--- config.mk ---
export PLATFORM = sky130hd
export DESIGN_NAME = pll_pd_exact_freq_cfg_regs
export DESIGN_NICKNAME = d
export VERILOG_FILES = /design/src/core/pll_cfg_pkg.sv /design/src/core/pll_cfg_if.sv /design/src/core/detector_steer.sv /design/src/core/divider_gate.sv /design/src/core/pll_pd_exact_freq_cfg_regs.sv
export VERILOG_INCLUDE_DIRS = /design/src /design/src/core
export SDC_FILE = /design/constraint.sdc
export NUM_CORES = 1
export LEC_CHECK = 0
export ABC_AREA = 1
export BUFFER_PORTS_ARGS = -buffer_cell sky130_fd_sc_hd__buf_4
export CORE_ASPECT_RATIO = 0.7
export CORE_MARGIN = 5
export CORE_UTILIZATION = 40
export DETAILED_ROUTE_END_ITERATION = 8
export PLACE_DENSITY_LB_ADDON = 0.12
export SLEW_MARGIN = 20
export SYNTH_ARGS = -nofsm -noshare
export SYNTH_HDL_FRONTEND = slang
export SYNTH_SLANG_ARGS = --single-unit
--- constraint.sdc ---
create_clock -name ref_clk -period 2.4 [get_ports ref_clk]
set_input_delay 0.12 -clock ref_clk [delete_from_list [all_inputs] [get_ports ref_clk]]
set_output_delay 0.12 -clock ref_clk [all_outputs]
set_load 0.005 [all_outputs]
--- src/core/pll_cfg_params.svh ---
// offsets, field positions, reset values and thresholds of the pll config slice
// assumes word-indexed registers, byte address is four times the index
`ifndef PLL_CFG_PARAMS_SVH
`define PLL_CFG_PARAMS_SVH
`define IDX_REFDIV 6'h03
`define IDX_AUXWR 6'h05
`define IDX_TRIG 6'h0A
`define IDX_PD 6'h0B
`define IDX_EXACT 6'h0C
`define TRIG_NO_AUX 12
`define TRIG_BYPASS 16
`define PD_DELAY_HI 2
`define PD_SHORT 3
`define PD_FLIP 4
`define DET_UP_ENABLE 5
`define DET_DN_ENABLE 6
`define PD_CSP_HI 8
`define PD_CSP_LO 7
`define PD_FORCE_UP 9
`define PD_FORCE_DN 10
`define PD_MID_RAIL 11
`define PD_PSB_HI 14
`define PD_PSB_LO 12
`define PD_GATE_HI 18
`define PD_GATE_LO 17
`define PD_PW_HI 21
`define PD_PW_LO 20
`define RST_TRIG 17'h00000
`define RST_PD 24'hF8061
`define RST_EXACT 14'h0000
`define RST_REFDIV 14'h0001
`define RST_AUXWR 24'h000000
`define BYPASS_RATIO 14'h0001
`define CSP_THR1_NS 8'h02
`define CSP_THR2_NS 8'h04
`define CSP_THR3_NS 8'h06
`define GATE_LIM0 19'h00020
`define GATE_LIM1 19'h00080
`define GATE_LIM2 19'h003FF
`define EXACT_MIN 14'h0002
`endif

--- src/core/pll_cfg_pkg.sv ---
// types shared by the pll config slice
// assumes nothing beyond the params header
package pll_cfg_pkg;
  typedef enum logic {APB_IDLE, APB_ANSWER} apb_state_t;
  typedef logic [1:0] mode2_t;
endpackage

--- src/core/pll_cfg_if.sv ---
// control fields passed from the register bank to its helpers
// assumes one clock domain
`timescale 1ns/1ps
interface pll_cfg_if;
  logic polarity_flip;
  logic up_en;
  logic dn_en;
  logic force_up;
  logic force_dn;
  logic mid_rail;
  pll_cfg_pkg::mode2_t cycle_slip_guard_mode;
  pll_cfg_pkg::mode2_t gate_mode;
  logic [13:0] exact_count;
  modport cfg (output polarity_flip, up_en, dn_en, force_up, force_dn, mid_rail,
    cycle_slip_guard_mode, gate_mode, exact_count);
  modport use_side (input polarity_flip, up_en, dn_en, force_up, force_dn, mid_rail,
    cycle_slip_guard_mode, gate_mode, exact_count);
endinterface

--- src/core/detector_steer.sv ---
// phase detector steering: polarity, gating, test forces, cycle slip boost
// assumes raw detector pulses and phase error in ns synchronous to ref_clk
`timescale 1ns/1ps
`include "pll_cfg_params.svh"
module detector_steer (
  input wire logic ref_clk,
  input wire logic rst_n,
  pll_cfg_if.use_side c,
  input wire logic pd_up_raw,
  input wire logic pd_dn_raw,
  input wire logic [7:0] phase_error_ns,
  output logic cp_up_ff,
  output logic cp_dn_ff,
  output logic cp_mid_rail_ff,
  output logic cp_gain_boost_ff
);
  function automatic logic [7:0] csp_limit(input pll_cfg_pkg::mode2_t m);
    case (m)
      2'h1: csp_limit = `CSP_THR1_NS;
      2'h2: csp_limit = `CSP_THR2_NS;
      default: csp_limit = `CSP_THR3_NS;
    endcase
  endfunction
  wire up_sw = c.polarity_flip ? pd_dn_raw : pd_up_raw;
  wire dn_sw = c.polarity_flip ? pd_up_raw : pd_dn_raw;
  wire nxt_up = c.force_up | (up_sw & c.up_en & ~c.mid_rail);
  wire nxt_dn = c.force_dn | (dn_sw & c.dn_en & ~c.mid_rail);
  wire guard_on = c.cycle_slip_guard_mode != 2'h0;
  wire nxt_boost = guard_on & (phase_error_ns > csp_limit(c.cycle_slip_guard_mode));
  always_ff @(posedge ref_clk)
  begin
    if (!rst_n)
    begin
      cp_up_ff <= 1'b0;
      cp_dn_ff <= 1'b0;
      cp_mid_rail_ff <= 1'b0;
      cp_gain_boost_ff <= 1'b0;
    end
    else
    begin
      cp_up_ff <= nxt_up;
      cp_dn_ff <= nxt_dn;
      cp_mid_rail_ff <= c.mid_rail;
      cp_gain_boost_ff <= nxt_boost;
    end
  end
  a_csp_off_quiet: assert property (@(posedge ref_clk) disable iff (!rst_n)
    c.cycle_slip_guard_mode == 2'h0 |=> !cp_gain_boost_ff)
    else $error("boost with guard off");
  a_force_up_wins: assert property (@(posedge ref_clk) disable iff (!rst_n)
    c.force_up |=> cp_up_ff)
    else $error("forced up not on");
endmodule

--- src/core/divider_gate.sv ---
// main counter clock gate and exact frequency enable
// assumes the divide value is a static input on ref_clk
`timescale 1ns/1ps
`include "pll_cfg_params.svh"
module divider_gate (
  input wire logic ref_clk,
  input wire logic rst_n,
  pll_cfg_if.use_side c,
  input wire logic [18:0] n_divide,
  output logic main_counter_run_ff,
  output logic exact_freq_enable_ff
);
  function automatic logic [18:0] gate_limit(input pll_cfg_pkg::mode2_t m);
    case (m)
      2'h0: gate_limit = `GATE_LIM0;
      2'h1: gate_limit = `GATE_LIM1;
      default: gate_limit = `GATE_LIM2;
    endcase
  endfunction
  wire nxt_run = (c.gate_mode == 2'h3) | (n_divide >= gate_limit(c.gate_mode));
  wire nxt_exact = c.exact_count >= `EXACT_MIN;
  always_ff @(posedge ref_clk)
  begin
    if (!rst_n)
    begin
      main_counter_run_ff <= 1'b1;
      exact_freq_enable_ff <= 1'b0;
    end
    else
    begin
      main_counter_run_ff <= nxt_run;
      exact_freq_enable_ff <= nxt_exact;
    end
  end
  a_gate_all_on: assert property (@(posedge ref_clk) disable iff (!rst_n)
    c.gate_mode == 2'h3 |=> main_counter_run_ff)
    else $error("gate stopped in mode 3");
  a_exact_low_off: assert property (@(posedge ref_clk) disable iff (!rst_n)
    c.exact_count < 14'h0002 |=> !exact_freq_enable_ff)
    else $error("exact on below 2");
endmodule

--- src/core/pll_pd_exact_freq_cfg_regs.sv ---
// apb register bank for trigger/bypass, phase detector and exact frequency
// assumes an apb master on ref_clk; registers sit at byte address index*4
`timescale 1ns/1ps
`include "pll_cfg_params.svh"
module pll_pd_exact_freq_cfg_regs (
  input wire logic ref_clk,
  input wire logic rst_n,
  input wire logic psel,
  input wire logic penable,
  input wire logic pwrite,
  input wire logic [7:0] paddr,
  input wire logic [31:0] pwdata,
  output logic [31:0] prdata,
  output logic pready,
  output logic pslverr,
  input wire logic pd_up_raw,
  input wire logic pd_dn_raw,
  input wire logic [7:0] phase_error_ns,
  input wire logic [18:0] n_divide,
  output logic auxiliary_serial_port_start,
  output logic ref_divider_bypass,
  output logic [13:0] ref_divide_ratio,
  output logic [2:0] detector_reset_delay_select,
  output logic detector_inputs_short,
  output logic cp_up,
  output logic cp_dn,
  output logic cp_mid_rail,
  output logic cp_gain_boost,
  output logic [2:0] prescaler_bias_select,
  output logic main_counter_clock_gate,
  output logic [1:0] divider_pulse_width,
  output logic exact_freq_enable,
  output logic [13:0] exact_freq_channels
);
  pll_cfg_pkg::apb_state_t state_ff;
  pll_cfg_pkg::apb_state_t nxt_state;
  logic [16:0] trig_ff;
  logic [23:0] pd_ff;
  logic [13:0] exact_ff;
  logic [13:0] refdiv_ff;
  logic [23:0] auxwr_ff;
  logic [31:0] prdata_ff;
  logic pready_ff;
  logic pslverr_ff;
  logic aux_start_ff;
  logic [13:0] ratio_ff;
  logic cp_up_w;
  logic cp_dn_w;
  logic cp_mid_w;
  logic cp_boost_w;
  logic run_w;
  logic exact_en_w;

  pll_cfg_if cfg_bus ();

  function automatic logic hit(input logic [7:0] a, input logic [5:0] idx);
    hit = (a[7:2] == idx) & (a[1:0] == 2'h0);
  endfunction

  wire access = psel & penable;
  wire hit_trig = hit(paddr, `IDX_TRIG);
  wire hit_pd = hit(paddr, `IDX_PD);
  wire hit_exact = hit(paddr, `IDX_EXACT);
  wire hit_refdiv = hit(paddr, `IDX_REFDIV);
  wire hit_auxwr = hit(paddr, `IDX_AUXWR);
  wire mapped = hit_trig | hit_pd | hit_exact | hit_refdiv | hit_auxwr;
  wire first_access = access & (state_ff == pll_cfg_pkg::APB_IDLE);
  wire commit = access & pwrite & pready_ff & ~pslverr_ff;
  wire wr_trig = commit & hit_trig;
  wire wr_pd = commit & hit_pd;
  wire wr_exact = commit & hit_exact;
  wire wr_refdiv = commit & hit_refdiv;
  wire wr_auxwr = commit & hit_auxwr;

  // every field reads back as stored, reserved bits included
  wire [31:0] rd_mux =
    hit_trig ? {15'h0000, trig_ff} :
    hit_pd ? {8'h00, pd_ff} :
    hit_exact ? {18'h00000, exact_ff} :
    hit_refdiv ? {18'h00000, refdiv_ff} :
    hit_auxwr ? {8'h00, auxwr_ff} :
    32'h00000000;

  wire nxt_aux_start = wr_auxwr & ~trig_ff[`TRIG_NO_AUX];
  wire bypass = trig_ff[`TRIG_BYPASS];
  wire [13:0] nxt_ratio = bypass ? `BYPASS_RATIO : refdiv_ff;

  always_comb
  begin
    case (state_ff)
      pll_cfg_pkg::APB_IDLE: nxt_state = access ? pll_cfg_pkg::APB_ANSWER
        : pll_cfg_pkg::APB_IDLE;
      pll_cfg_pkg::APB_ANSWER: nxt_state = pll_cfg_pkg::APB_IDLE;
      default: nxt_state = pll_cfg_pkg::APB_IDLE;
    endcase
  end

  // one wait state: pready rises on the second access cycle
  always_ff @(posedge ref_clk)
  begin
    if (!rst_n)
    begin
      state_ff <= pll_cfg_pkg::APB_IDLE;
      pready_ff <= 1'b0;
      pslverr_ff <= 1'b0;
      prdata_ff <= 32'h00000000;
    end
    else
    begin
      state_ff <= nxt_state;
      pready_ff <= first_access;
      if (first_access)
      begin
        pslverr_ff <= ~mapped;
        prdata_ff <= pwrite ? 32'h00000000 : rd_mux;
      end
      else
      begin
        pslverr_ff <= 1'b0;
      end
    end
  end

  always_ff @(posedge ref_clk)
  begin
    if (!rst_n)
    begin
      trig_ff <= `RST_TRIG;
      pd_ff <= `RST_PD;
      exact_ff <= `RST_EXACT;
      refdiv_ff <= `RST_REFDIV;
      auxwr_ff <= `RST_AUXWR;
    end
    else
    begin
      if (wr_trig)
        trig_ff <= pwdata[16:0];
      if (wr_pd)
        pd_ff <= pwdata[23:0];
      if (wr_exact)
        exact_ff <= pwdata[13:0];
      if (wr_refdiv)
        refdiv_ff <= pwdata[13:0];
      if (wr_auxwr)
        auxwr_ff <= pwdata[23:0];
    end
  end

  always_ff @(posedge ref_clk)
  begin
    if (!rst_n)
    begin
      aux_start_ff <= 1'b0;
      ratio_ff <= `RST_REFDIV;
    end
    else
    begin
      aux_start_ff <= nxt_aux_start;
      ratio_ff <= nxt_ratio;
    end
  end

  assign cfg_bus.polarity_flip = pd_ff[`PD_FLIP];
  assign cfg_bus.up_en = pd_ff[`DET_UP_ENABLE];
  assign cfg_bus.dn_en = pd_ff[`DET_DN_ENABLE];
  assign cfg_bus.force_up = pd_ff[`PD_FORCE_UP];
  assign cfg_bus.force_dn = pd_ff[`PD_FORCE_DN];
  assign cfg_bus.mid_rail = pd_ff[`PD_MID_RAIL];
  assign cfg_bus.cycle_slip_guard_mode = pd_ff[`PD_CSP_HI:`PD_CSP_LO];
  assign cfg_bus.gate_mode = pd_ff[`PD_GATE_HI:`PD_GATE_LO];
  assign cfg_bus.exact_count = exact_ff;

  detector_steer u_steer (
    .ref_clk(ref_clk),
    .rst_n(rst_n),
    .c(cfg_bus.use_side),
    .pd_up_raw(pd_up_raw),
    .pd_dn_raw(pd_dn_raw),
    .phase_error_ns(phase_error_ns),
    .cp_up_ff(cp_up_w),
    .cp_dn_ff(cp_dn_w),
    .cp_mid_rail_ff(cp_mid_w),
    .cp_gain_boost_ff(cp_boost_w)
  );

  divider_gate u_gate (
    .ref_clk(ref_clk),
    .rst_n(rst_n),
    .c(cfg_bus.use_side),
    .n_divide(n_divide),
    .main_counter_run_ff(run_w),
    .exact_freq_enable_ff(exact_en_w)
  );

  assign prdata = prdata_ff;
  assign pready = pready_ff;
  assign pslverr = pslverr_ff;
  assign auxiliary_serial_port_start = aux_start_ff;
  assign ref_divider_bypass = trig_ff[`TRIG_BYPASS];
  assign ref_divide_ratio = ratio_ff;
  assign detector_reset_delay_select = pd_ff[`PD_DELAY_HI:0];
  assign detector_inputs_short = pd_ff[`PD_SHORT];
  assign cp_up = cp_up_w;
  assign cp_dn = cp_dn_w;
  assign cp_mid_rail = cp_mid_w;
  assign cp_gain_boost = cp_boost_w;
  assign prescaler_bias_select = pd_ff[`PD_PSB_HI:`PD_PSB_LO];
  assign main_counter_clock_gate = run_w;
  assign divider_pulse_width = pd_ff[`PD_PW_HI:`PD_PW_LO];
  assign exact_freq_enable = exact_en_w;
  assign exact_freq_channels = exact_ff;

  a_aux_start_ok: assert property (@(posedge ref_clk) disable iff (!rst_n)
    commit && hit_auxwr && !trig_ff[12] |=> auxiliary_serial_port_start)
    else $error("aux transfer not started");
  a_aux_start_blocked: assert property (@(posedge ref_clk) disable iff (!rst_n)
    auxiliary_serial_port_start |-> $past(trig_ff[12]) == 1'b0 && $past(commit))
    else $error("aux start while suppressed");
  a_bypass_ratio: assert property (@(posedge ref_clk) disable iff (!rst_n)
    trig_ff[16] |=> ref_divide_ratio == 14'h0001)
    else $error("divider not bypassed");
  a_pd_reset_val: assert property (@(posedge ref_clk)
    !rst_n |=> pd_ff == 24'hF8061 && detector_reset_delay_select == 3'h1)
    else $error("pd register reset value wrong");
  a_short_follows: assert property (@(posedge ref_clk) disable iff (!rst_n)
    wr_pd |=> detector_inputs_short == $past(pwdata[3]))
    else $error("short bit not written");
  a_polarity_swap: assert property (@(posedge ref_clk) disable iff (!rst_n)
    pd_ff[4] && pd_ff[6] && !pd_ff[10] && !pd_ff[11] && pd_up_raw |=> cp_dn)
    else $error("swapped down missing");
  a_up_gate_off: assert property (@(posedge ref_clk) disable iff (!rst_n)
    !pd_ff[5] && !pd_ff[9] |=> !cp_up)
    else $error("up output not gated");
  a_csp_thresh: assert property (@(posedge ref_clk) disable iff (!rst_n)
    pd_ff[8:7] == 2'h2 && phase_error_ns == 8'h05 |=> cp_gain_boost)
    else $error("boost missed above 4 ns");
  a_mid_rail: assert property (@(posedge ref_clk) disable iff (!rst_n)
    pd_ff[11] && !pd_ff[9] |=> cp_mid_rail && !cp_up)
    else $error("mid rail not held");
  a_gate_below: assert property (@(posedge ref_clk) disable iff (!rst_n)
    pd_ff[18:17] == 2'h1 && n_divide == 19'h0007F |=> !main_counter_clock_gate)
    else $error("counter ran below 128");
  a_exact_on: assert property (@(posedge ref_clk) disable iff (!rst_n)
    exact_ff == 14'h0002 |=> exact_freq_enable)
    else $error("exact mode off at 2");
  a_apb_one_wait: assert property (@(posedge ref_clk) disable iff (!rst_n)
    psel && !penable ##1 psel && penable |-> !pready ##1 pready)
    else $error("apb answer timing");

  // bus answer shape: one pulse, error only with it, data zero where nothing is read
  a_ready_one_pulse: assert property (@(posedge ref_clk) disable iff (!rst_n)
    pready |=> !pready)
    else $error("apb ready longer than one cycle");
  a_ready_after_access: assert property (@(posedge ref_clk) disable iff (!rst_n)
    pready |-> $past(psel && penable))
    else $error("apb ready without access");
  a_err_with_ready: assert property (@(posedge ref_clk) disable iff (!rst_n)
    pslverr |-> pready)
    else $error("apb error without ready");
  a_unmapped_err: assert property (@(posedge ref_clk) disable iff (!rst_n)
    first_access && !mapped |=> pslverr && prdata == 32'h00000000)
    else $error("unmapped access not refused");
  a_mapped_no_err: assert property (@(posedge ref_clk) disable iff (!rst_n)
    first_access && mapped |=> !pslverr)
    else $error("mapped access refused");
  a_write_rdata_zero: assert property (@(posedge ref_clk) disable iff (!rst_n)
    first_access && pwrite |=> prdata == 32'h00000000)
    else $error("read data not zero on write");
  a_read_trig_data: assert property (@(posedge ref_clk) disable iff (!rst_n)
    first_access && !pwrite && hit_trig |=> prdata == {15'h0000, $past(trig_ff)})
    else $error("trigger read back wrong");
  a_read_pd_data: assert property (@(posedge ref_clk) disable iff (!rst_n)
    first_access && !pwrite && hit_pd |=> prdata == {8'h00, $past(pd_ff)})
    else $error("detector read back wrong");
  a_read_exact_data: assert property (@(posedge ref_clk) disable iff (!rst_n)
    first_access && !pwrite && hit_exact |=> prdata == {18'h00000, $past(exact_ff)})
    else $error("exact read back wrong");

  // stored values follow the committed write word and nothing else
  a_trig_stored: assert property (@(posedge ref_clk) disable iff (!rst_n)
    wr_trig |=> trig_ff == $past(pwdata[16:0]))
    else $error("trigger write lost");
  a_pd_stored: assert property (@(posedge ref_clk) disable iff (!rst_n)
    wr_pd |=> pd_ff == $past(pwdata[23:0]))
    else $error("detector write lost");
  a_exact_stored: assert property (@(posedge ref_clk) disable iff (!rst_n)
    wr_exact |=> exact_freq_channels == $past(pwdata[13:0]))
    else $error("exact write lost");
  a_refdiv_stored: assert property (@(posedge ref_clk) disable iff (!rst_n)
    wr_refdiv |=> refdiv_ff == $past(pwdata[13:0]))
    else $error("divider write lost");
  a_auxwr_stored: assert property (@(posedge ref_clk) disable iff (!rst_n)
    wr_auxwr |=> auxwr_ff == $past(pwdata[23:0]))
    else $error("aux write lost");
  a_err_no_write: assert property (@(posedge ref_clk) disable iff (!rst_n)
    access && pslverr_ff |=> $stable(trig_ff) && $stable(pd_ff) && $stable(exact_ff)
    && $stable(refdiv_ff) && $stable(auxwr_ff))
    else $error("refused access wrote a register");
  a_idle_no_write: assert property (@(posedge ref_clk) disable iff (!rst_n)
    !commit |=> $stable(trig_ff) && $stable(pd_ff) && $stable(exact_ff))
    else $error("register changed without a write");

  // behaviour of the fields at the block outputs
  a_aux_one_cycle: assert property (@(posedge ref_clk) disable iff (!rst_n)
    auxiliary_serial_port_start |=> !auxiliary_serial_port_start)
    else $error("aux start longer than one cycle");
  a_aux_no_trigger: assert property (@(posedge ref_clk) disable iff (!rst_n)
    commit && hit_auxwr && trig_ff[`TRIG_NO_AUX] |=> !auxiliary_serial_port_start)
    else $error("aux transfer started while blocked");
  a_ratio_follows: assert property (@(posedge ref_clk) disable iff (!rst_n)
    !trig_ff[`TRIG_BYPASS] |=> ref_divide_ratio == $past(refdiv_ff))
    else $error("ratio not taken from divider register");
  a_delay_stored: assert property (@(posedge ref_clk) disable iff (!rst_n)
    wr_pd |=> detector_reset_delay_select == $past(pwdata[2:0]))
    else $error("delay select not written");
  a_polarity_plain: assert property (@(posedge ref_clk) disable iff (!rst_n)
    !pd_ff[4] && pd_ff[5] && !pd_ff[11] && pd_up_raw |=> cp_up)
    else $error("plain up missing");
  a_up_from_down: assert property (@(posedge ref_clk) disable iff (!rst_n)
    pd_ff[4] && pd_ff[5] && !pd_ff[11] && pd_dn_raw |=> cp_up)
    else $error("swapped up missing");
  a_dn_gate_off: assert property (@(posedge ref_clk) disable iff (!rst_n)
    !pd_ff[6] && !pd_ff[10] |=> !cp_dn)
    else $error("down output not gated");
  a_force_dn_on: assert property (@(posedge ref_clk) disable iff (!rst_n)
    pd_ff[10] |=> cp_dn)
    else $error("forced down not on");
  a_mid_rail_dn: assert property (@(posedge ref_clk) disable iff (!rst_n)
    pd_ff[11] && !pd_ff[10] |=> !cp_dn)
    else $error("down pulse during mid rail");
  a_csp_at_limit: assert property (@(posedge ref_clk) disable iff (!rst_n)
    pd_ff[8:7] == 2'h1 && phase_error_ns == 8'h02 |=> !cp_gain_boost)
    else $error("boost at exactly 2 ns");
  a_csp_above_six: assert property (@(posedge ref_clk) disable iff (!rst_n)
    pd_ff[8:7] == 2'h3 && phase_error_ns == 8'h07 |=> cp_gain_boost)
    else $error("boost missed above 6 ns");
  a_bias_stored: assert property (@(posedge ref_clk) disable iff (!rst_n)
    wr_pd |=> prescaler_bias_select == $past(pwdata[14:12]))
    else $error("prescaler bias not written");
  a_width_stored: assert property (@(posedge ref_clk) disable iff (!rst_n)
    wr_pd |=> divider_pulse_width == $past(pwdata[21:20]))
    else $error("pulse width not written");
  a_gate_at_limit: assert property (@(posedge ref_clk) disable iff (!rst_n)
    pd_ff[18:17] == 2'h2 && n_divide == 19'h003FF |=> main_counter_clock_gate)
    else $error("counter stopped at 1023");
  a_exact_off_one: assert property (@(posedge ref_clk) disable iff (!rst_n)
    exact_ff == 14'h0001 |=> !exact_freq_enable)
    else $error("exact mode on at 1");
endmodule

==> metrics.md <==
| Metric | Value |
|---|---|
| Outcome | `finished clean` |
| Layout cells sized above 1 | `approximately 20%` |
| FMAX | `~0.5 GHz` |
| Flops & latches, synth | `141` |
| Fillers | `roughly 1600` |
| Critical setup path kind | `reg2reg` |
| Final #Nets | `around 1100` |
| Initial core utilization | `about two fifths` |
| Antenna-violating nets left | `0` |
| # DRC | `0` |
| Clock sink count | `141` |
| Sw power | `between 1 and 1.5 mW` |
| Critical path endpoint category | `register` |
| Via density | `4.88` |
| Maximum vdd drop | `0.000415 V` |
| CP max stage cell | `dlygate4sd3_1` |
| Min-Delay Endpoint | `pd_ff[19]` |
| Die width | `160 um` |
| # rows | `38` |
| Design Power | `about 5.4 mW` |
| Final Hold Viols | `0` |
| CTS tree | `done` |
| Vias in the first global route | `about 5600` |
| DP HPWL | `between 10000 and 15000 um` |
| GRT Total Usage | `20.7%` |
| Clock root buffer | `clkbuf_16` |
| Crit path cell chain | `inv_2 -> ha_1 -> nand2_1 -> nor2_1 -> o21ai_0 -> o211ai_1 -> nand3_1 -> nand2_1 -> nand3b_1 -> nand2_1 -> dlygate4sd3_1` |
| Worst Path Required | `around 2800 ps` |
| Hold depth | `2` |
| Cell Int Power | `4.08 mW` |
| Crit start category | `register` |
| GR Overflow Total | `0` |
| Inst Count DP | `between 1000 and 1500` |
| Synth cell types | `32` |
| Die Y-Extent | `between 100 and 150 um` |
| Post-CTS Setup Bufs | `0` |
| Largest net degree at the start of global routing | `between 40 and 50` |
| R2R Setup Slk | `between 300 and 400 ps` |
| RD Place Congestion | `between 0.8 and 0.9` |
| Slew headroom | `between 40% and 50%` |
| Flip-flop and latch area | `about 2800 um2` |
| Core Region | `15500 um2` |
| IO Pins | `roughly 150` |
| Leak | `3.83 nW` |
| Clock Power Share | `50.8%` |
| Crit-path most repeated cell | `nand2_1` |
| Crit-path max FO | `10` |
| Arr. time, crit path | `2430 ps` |
| Fin. max-slew vios | `0` |
| Wire length per cell | `between 15 and 20 um` |
| Clk slew on worst S/H paths | `around 60 ps` |
| Skew-Pair Late Insertion Delay | `~430 ps` |
| Fin util | `about 53%` |
| Worst Skew | `between 10 and 15 ps` |
| Area delta synth->final | `29.1%` |
| Synth Area per Inst | `around 7.2 um2` |
| Post-Synthesis Cells | `a little under 900` |
| Worst-Margin Slew | `774 ps` |
| Slowest Stage Delay on Critical Path | `540 ps` |
| Drt first pass iters | `5` |
| Multi-input gate area | `approximately 2700 um2` |
| Placed Area | `between 7000 and 8000 um2` |
| Final Cell Area | `8150 um2` |
| Max Cap Viol | `0` |
| Reg-to-reg startpoint | `pd_ff[18]` |
| Seq/Total Area, Yosys | `approximately 45%` |
| Clock Tree Buf Depth | `2` |
| Sum Neg Setup Slack | `0 ps` |
| Hold Crit Class | `in2reg` |
| # setup viols final | `0` |
| Tmin final | `a little over 2000 ps` |
| Power Dens Cells | `around 660 nW/um2` |
| Initial antenna violation count | `0` |
| Final non-filler cell total | `1224` |
| TritonCTS Buffers | `17` |
| YS warnings | `0` |
| DR iter-0 viols | `~510` |
| Reg2reg path depth | `11` |
| Comb power frac | `5.4%` |
| Final wirelength | `19000 um` |
| RSZ-0062 raised after global routing | `false` |
| Sequential group share of total power | `between 40% and 50%` |
| N_diodes | `0` |
| Tcrit/Tclk final | `around 86%` |
| Port buffer count | `between 100 and 150` |
| Switching Share | `23.7%` |
| Synth Cell Area | `about 6300 um2` |
| Hold path startpoint | `rst_n` |
| Reg2reg end | `u_gate.main_counter_run_ff` |
| Via Count | `roughly 6000` |
| First-pass GRT wire length | `30400 um` |
| Die area | `between 15000 and 20000 um2` |
| CTS H-tree depth | `4` |
==> registers in the layout (all words and copies together) (netlist names) <==
signal / flops
u_steer.cp_up_ff: 1
u_gate.main_counter_run_ff: 1
prdata: 24
auxiliary_serial_port_start: 1
state_ff: 1
trig_ff: 17
exact_freq_channels: 14
u_gate.exact_freq_enable_ff: 1
auxwr_ff: 24
pslverr: 1
u_steer.cp_dn_ff: 1
u_steer.cp_mid_rail_ff: 1
refdiv_ff: 14
ref_divide_ratio: 14
pready: 1
u_steer.cp_gain_boost_ff: 1
pd_ff: 24
==> cells by family (layout without fill, tap and decap cells) <==
logic type / Yosys count / in the layout / synth area share [%]
adders and majority gates: 12 / 12 / 2.38
and+or+nand+nor: 377 / 377 / 25.6
DFF: 141 / 141 / 44.7
AOI/OAI and AO/OA: 183 / 183 / 15.0
other: 1 / 8 / 0.0594
buffers and inverters: 162 / 303 / 12.2
==> metal layers <==
layer / wire [um] / share of wire [%] / GRT usage [%] / up-vias
met3: 1350 / 7.1 / 4.87 / 11
met4: 96 / 0.51 / 4.01 / 0
met5: 0 / 0 / 0 / -
li1: - / - / - / 3068
met1: 9970 / 53 / 32.0 / 2692
met2: 7550 / 40 / 29.2 / 200
==> per-stage QoR <==
step / hold slack (ps) / setup WS [ps]
final: 9.49 / 344
after global routing: 20.9 / 95.7
after CTS: 3.44 / 246
after detailed placement: 359 / 591
after global placement: 349 / 624
after floorplan: 236 / 1030
==> power groups by stage <==
stage                     clock network, mW  logic [mW]  registers [mW]
after CTS                              2.75       0.290            2.35
after global routing                   2.86       0.320            2.34
after global placement                    0       0.259            2.40
final                                  2.72       0.291            2.35
after detailed placement                  0       0.259            2.40
after floorplan                           0       0.120            2.40
==> layout by cell type, fill, tap and decap left out, types with 8 or more instances in the layout <==
cell / synthesis / final
o21ai_0: 99 / 99
a21oi_1: 67 / 67
conb_1: 1 / 8
dfxtp_1: 141 / 141
nor3_1: 21 / 21
nand2_1: 170 / 170
nor2_1: 108 / 108
buf_4: 18 / 147
ha_1: 12 / 12
nand3_1: 55 / 55
clkbuf_16: 0 / 17
inv_1: 92 / 91
dlygate4sd3_1: 0 / 25
==> cell type report <==
| cell class | instances | share of cell area, % |
|---|---|---|
| Clock buffer | 19 | 5.56 |
| Clock inverter | 13 | 1.86 |
| Inverter | 99 | 4.59 |
| Multi-Input combinational cell | 580 | 33.7 |
| Sequential cell | 141 | 34.6 |
| Tap cell | 200 | 3.07 |
| Timing Repair Buffer | 172 | 16.6 |
==> critical path: cells and delay by family (launching register included) <==
family / cells / cell delay, ps
compound gates: 2 / 170
buf+inv: 2 / 660
simple gates: 6 / 470
fa+ha+maj: 1 / 310
flops: 1 / 390
==> worst max-delay path by stage <==
stage	to	cells after the start	slack, ps	startpoint
2_1_floorplan	u_gate.main_counter_run_ff	10	1030	pd_ff[18]
3_3_place_gp	auxwr_ff[23]	10	620	paddr[0]
3_5_place_dp	exact_freq_channels[1]	9	590	paddr[3]
4_1_cts	u_gate.main_counter_run_ff	11	250	pd_ff[18]
5_1_grt	u_gate.main_counter_run_ff	11	100	pd_ff[18]
6_report	u_gate.main_counter_run_ff	11	340	pd_ff[18]
==> synthesized netlist by cell type (all sizes together) <==
library cell / instances / area (um2)
a21oi: 67 / 335
a31oi: 1 / 6.26
a41oi: 1 / 8.76
buf: 44 / 328
clkbuf: 19 / 71.3
clkinv: 1 / 3.75
conb: 1 / 3.75
dfxtp: 141 / 2820
ha: 12 / 150
inv: 98 / 370
nand2: 176 / 676
nand3: 57 / 303
nand3b: 1 / 7.51
nor2: 116 / 489
nor3: 21 / 105
nor4: 6 / 37.5
o2111a: 1 / 11.3
o2111ai: 2 / 17.5
o211ai: 4 / 30.0
o21ai: 105 / 526
o22ai: 2 / 12.5
==> timing repair <==
| action | CTS | global route |
|---|---|---|
| endpoints found under the hold margin | 45 | 0 |
| resized for setup | 0 | 1 |
| setup endpoints to repair | 0 | 1 |
| hold buffers | 25 | 0 |
No activity file was read; power rests on OpenSTA's default activity.
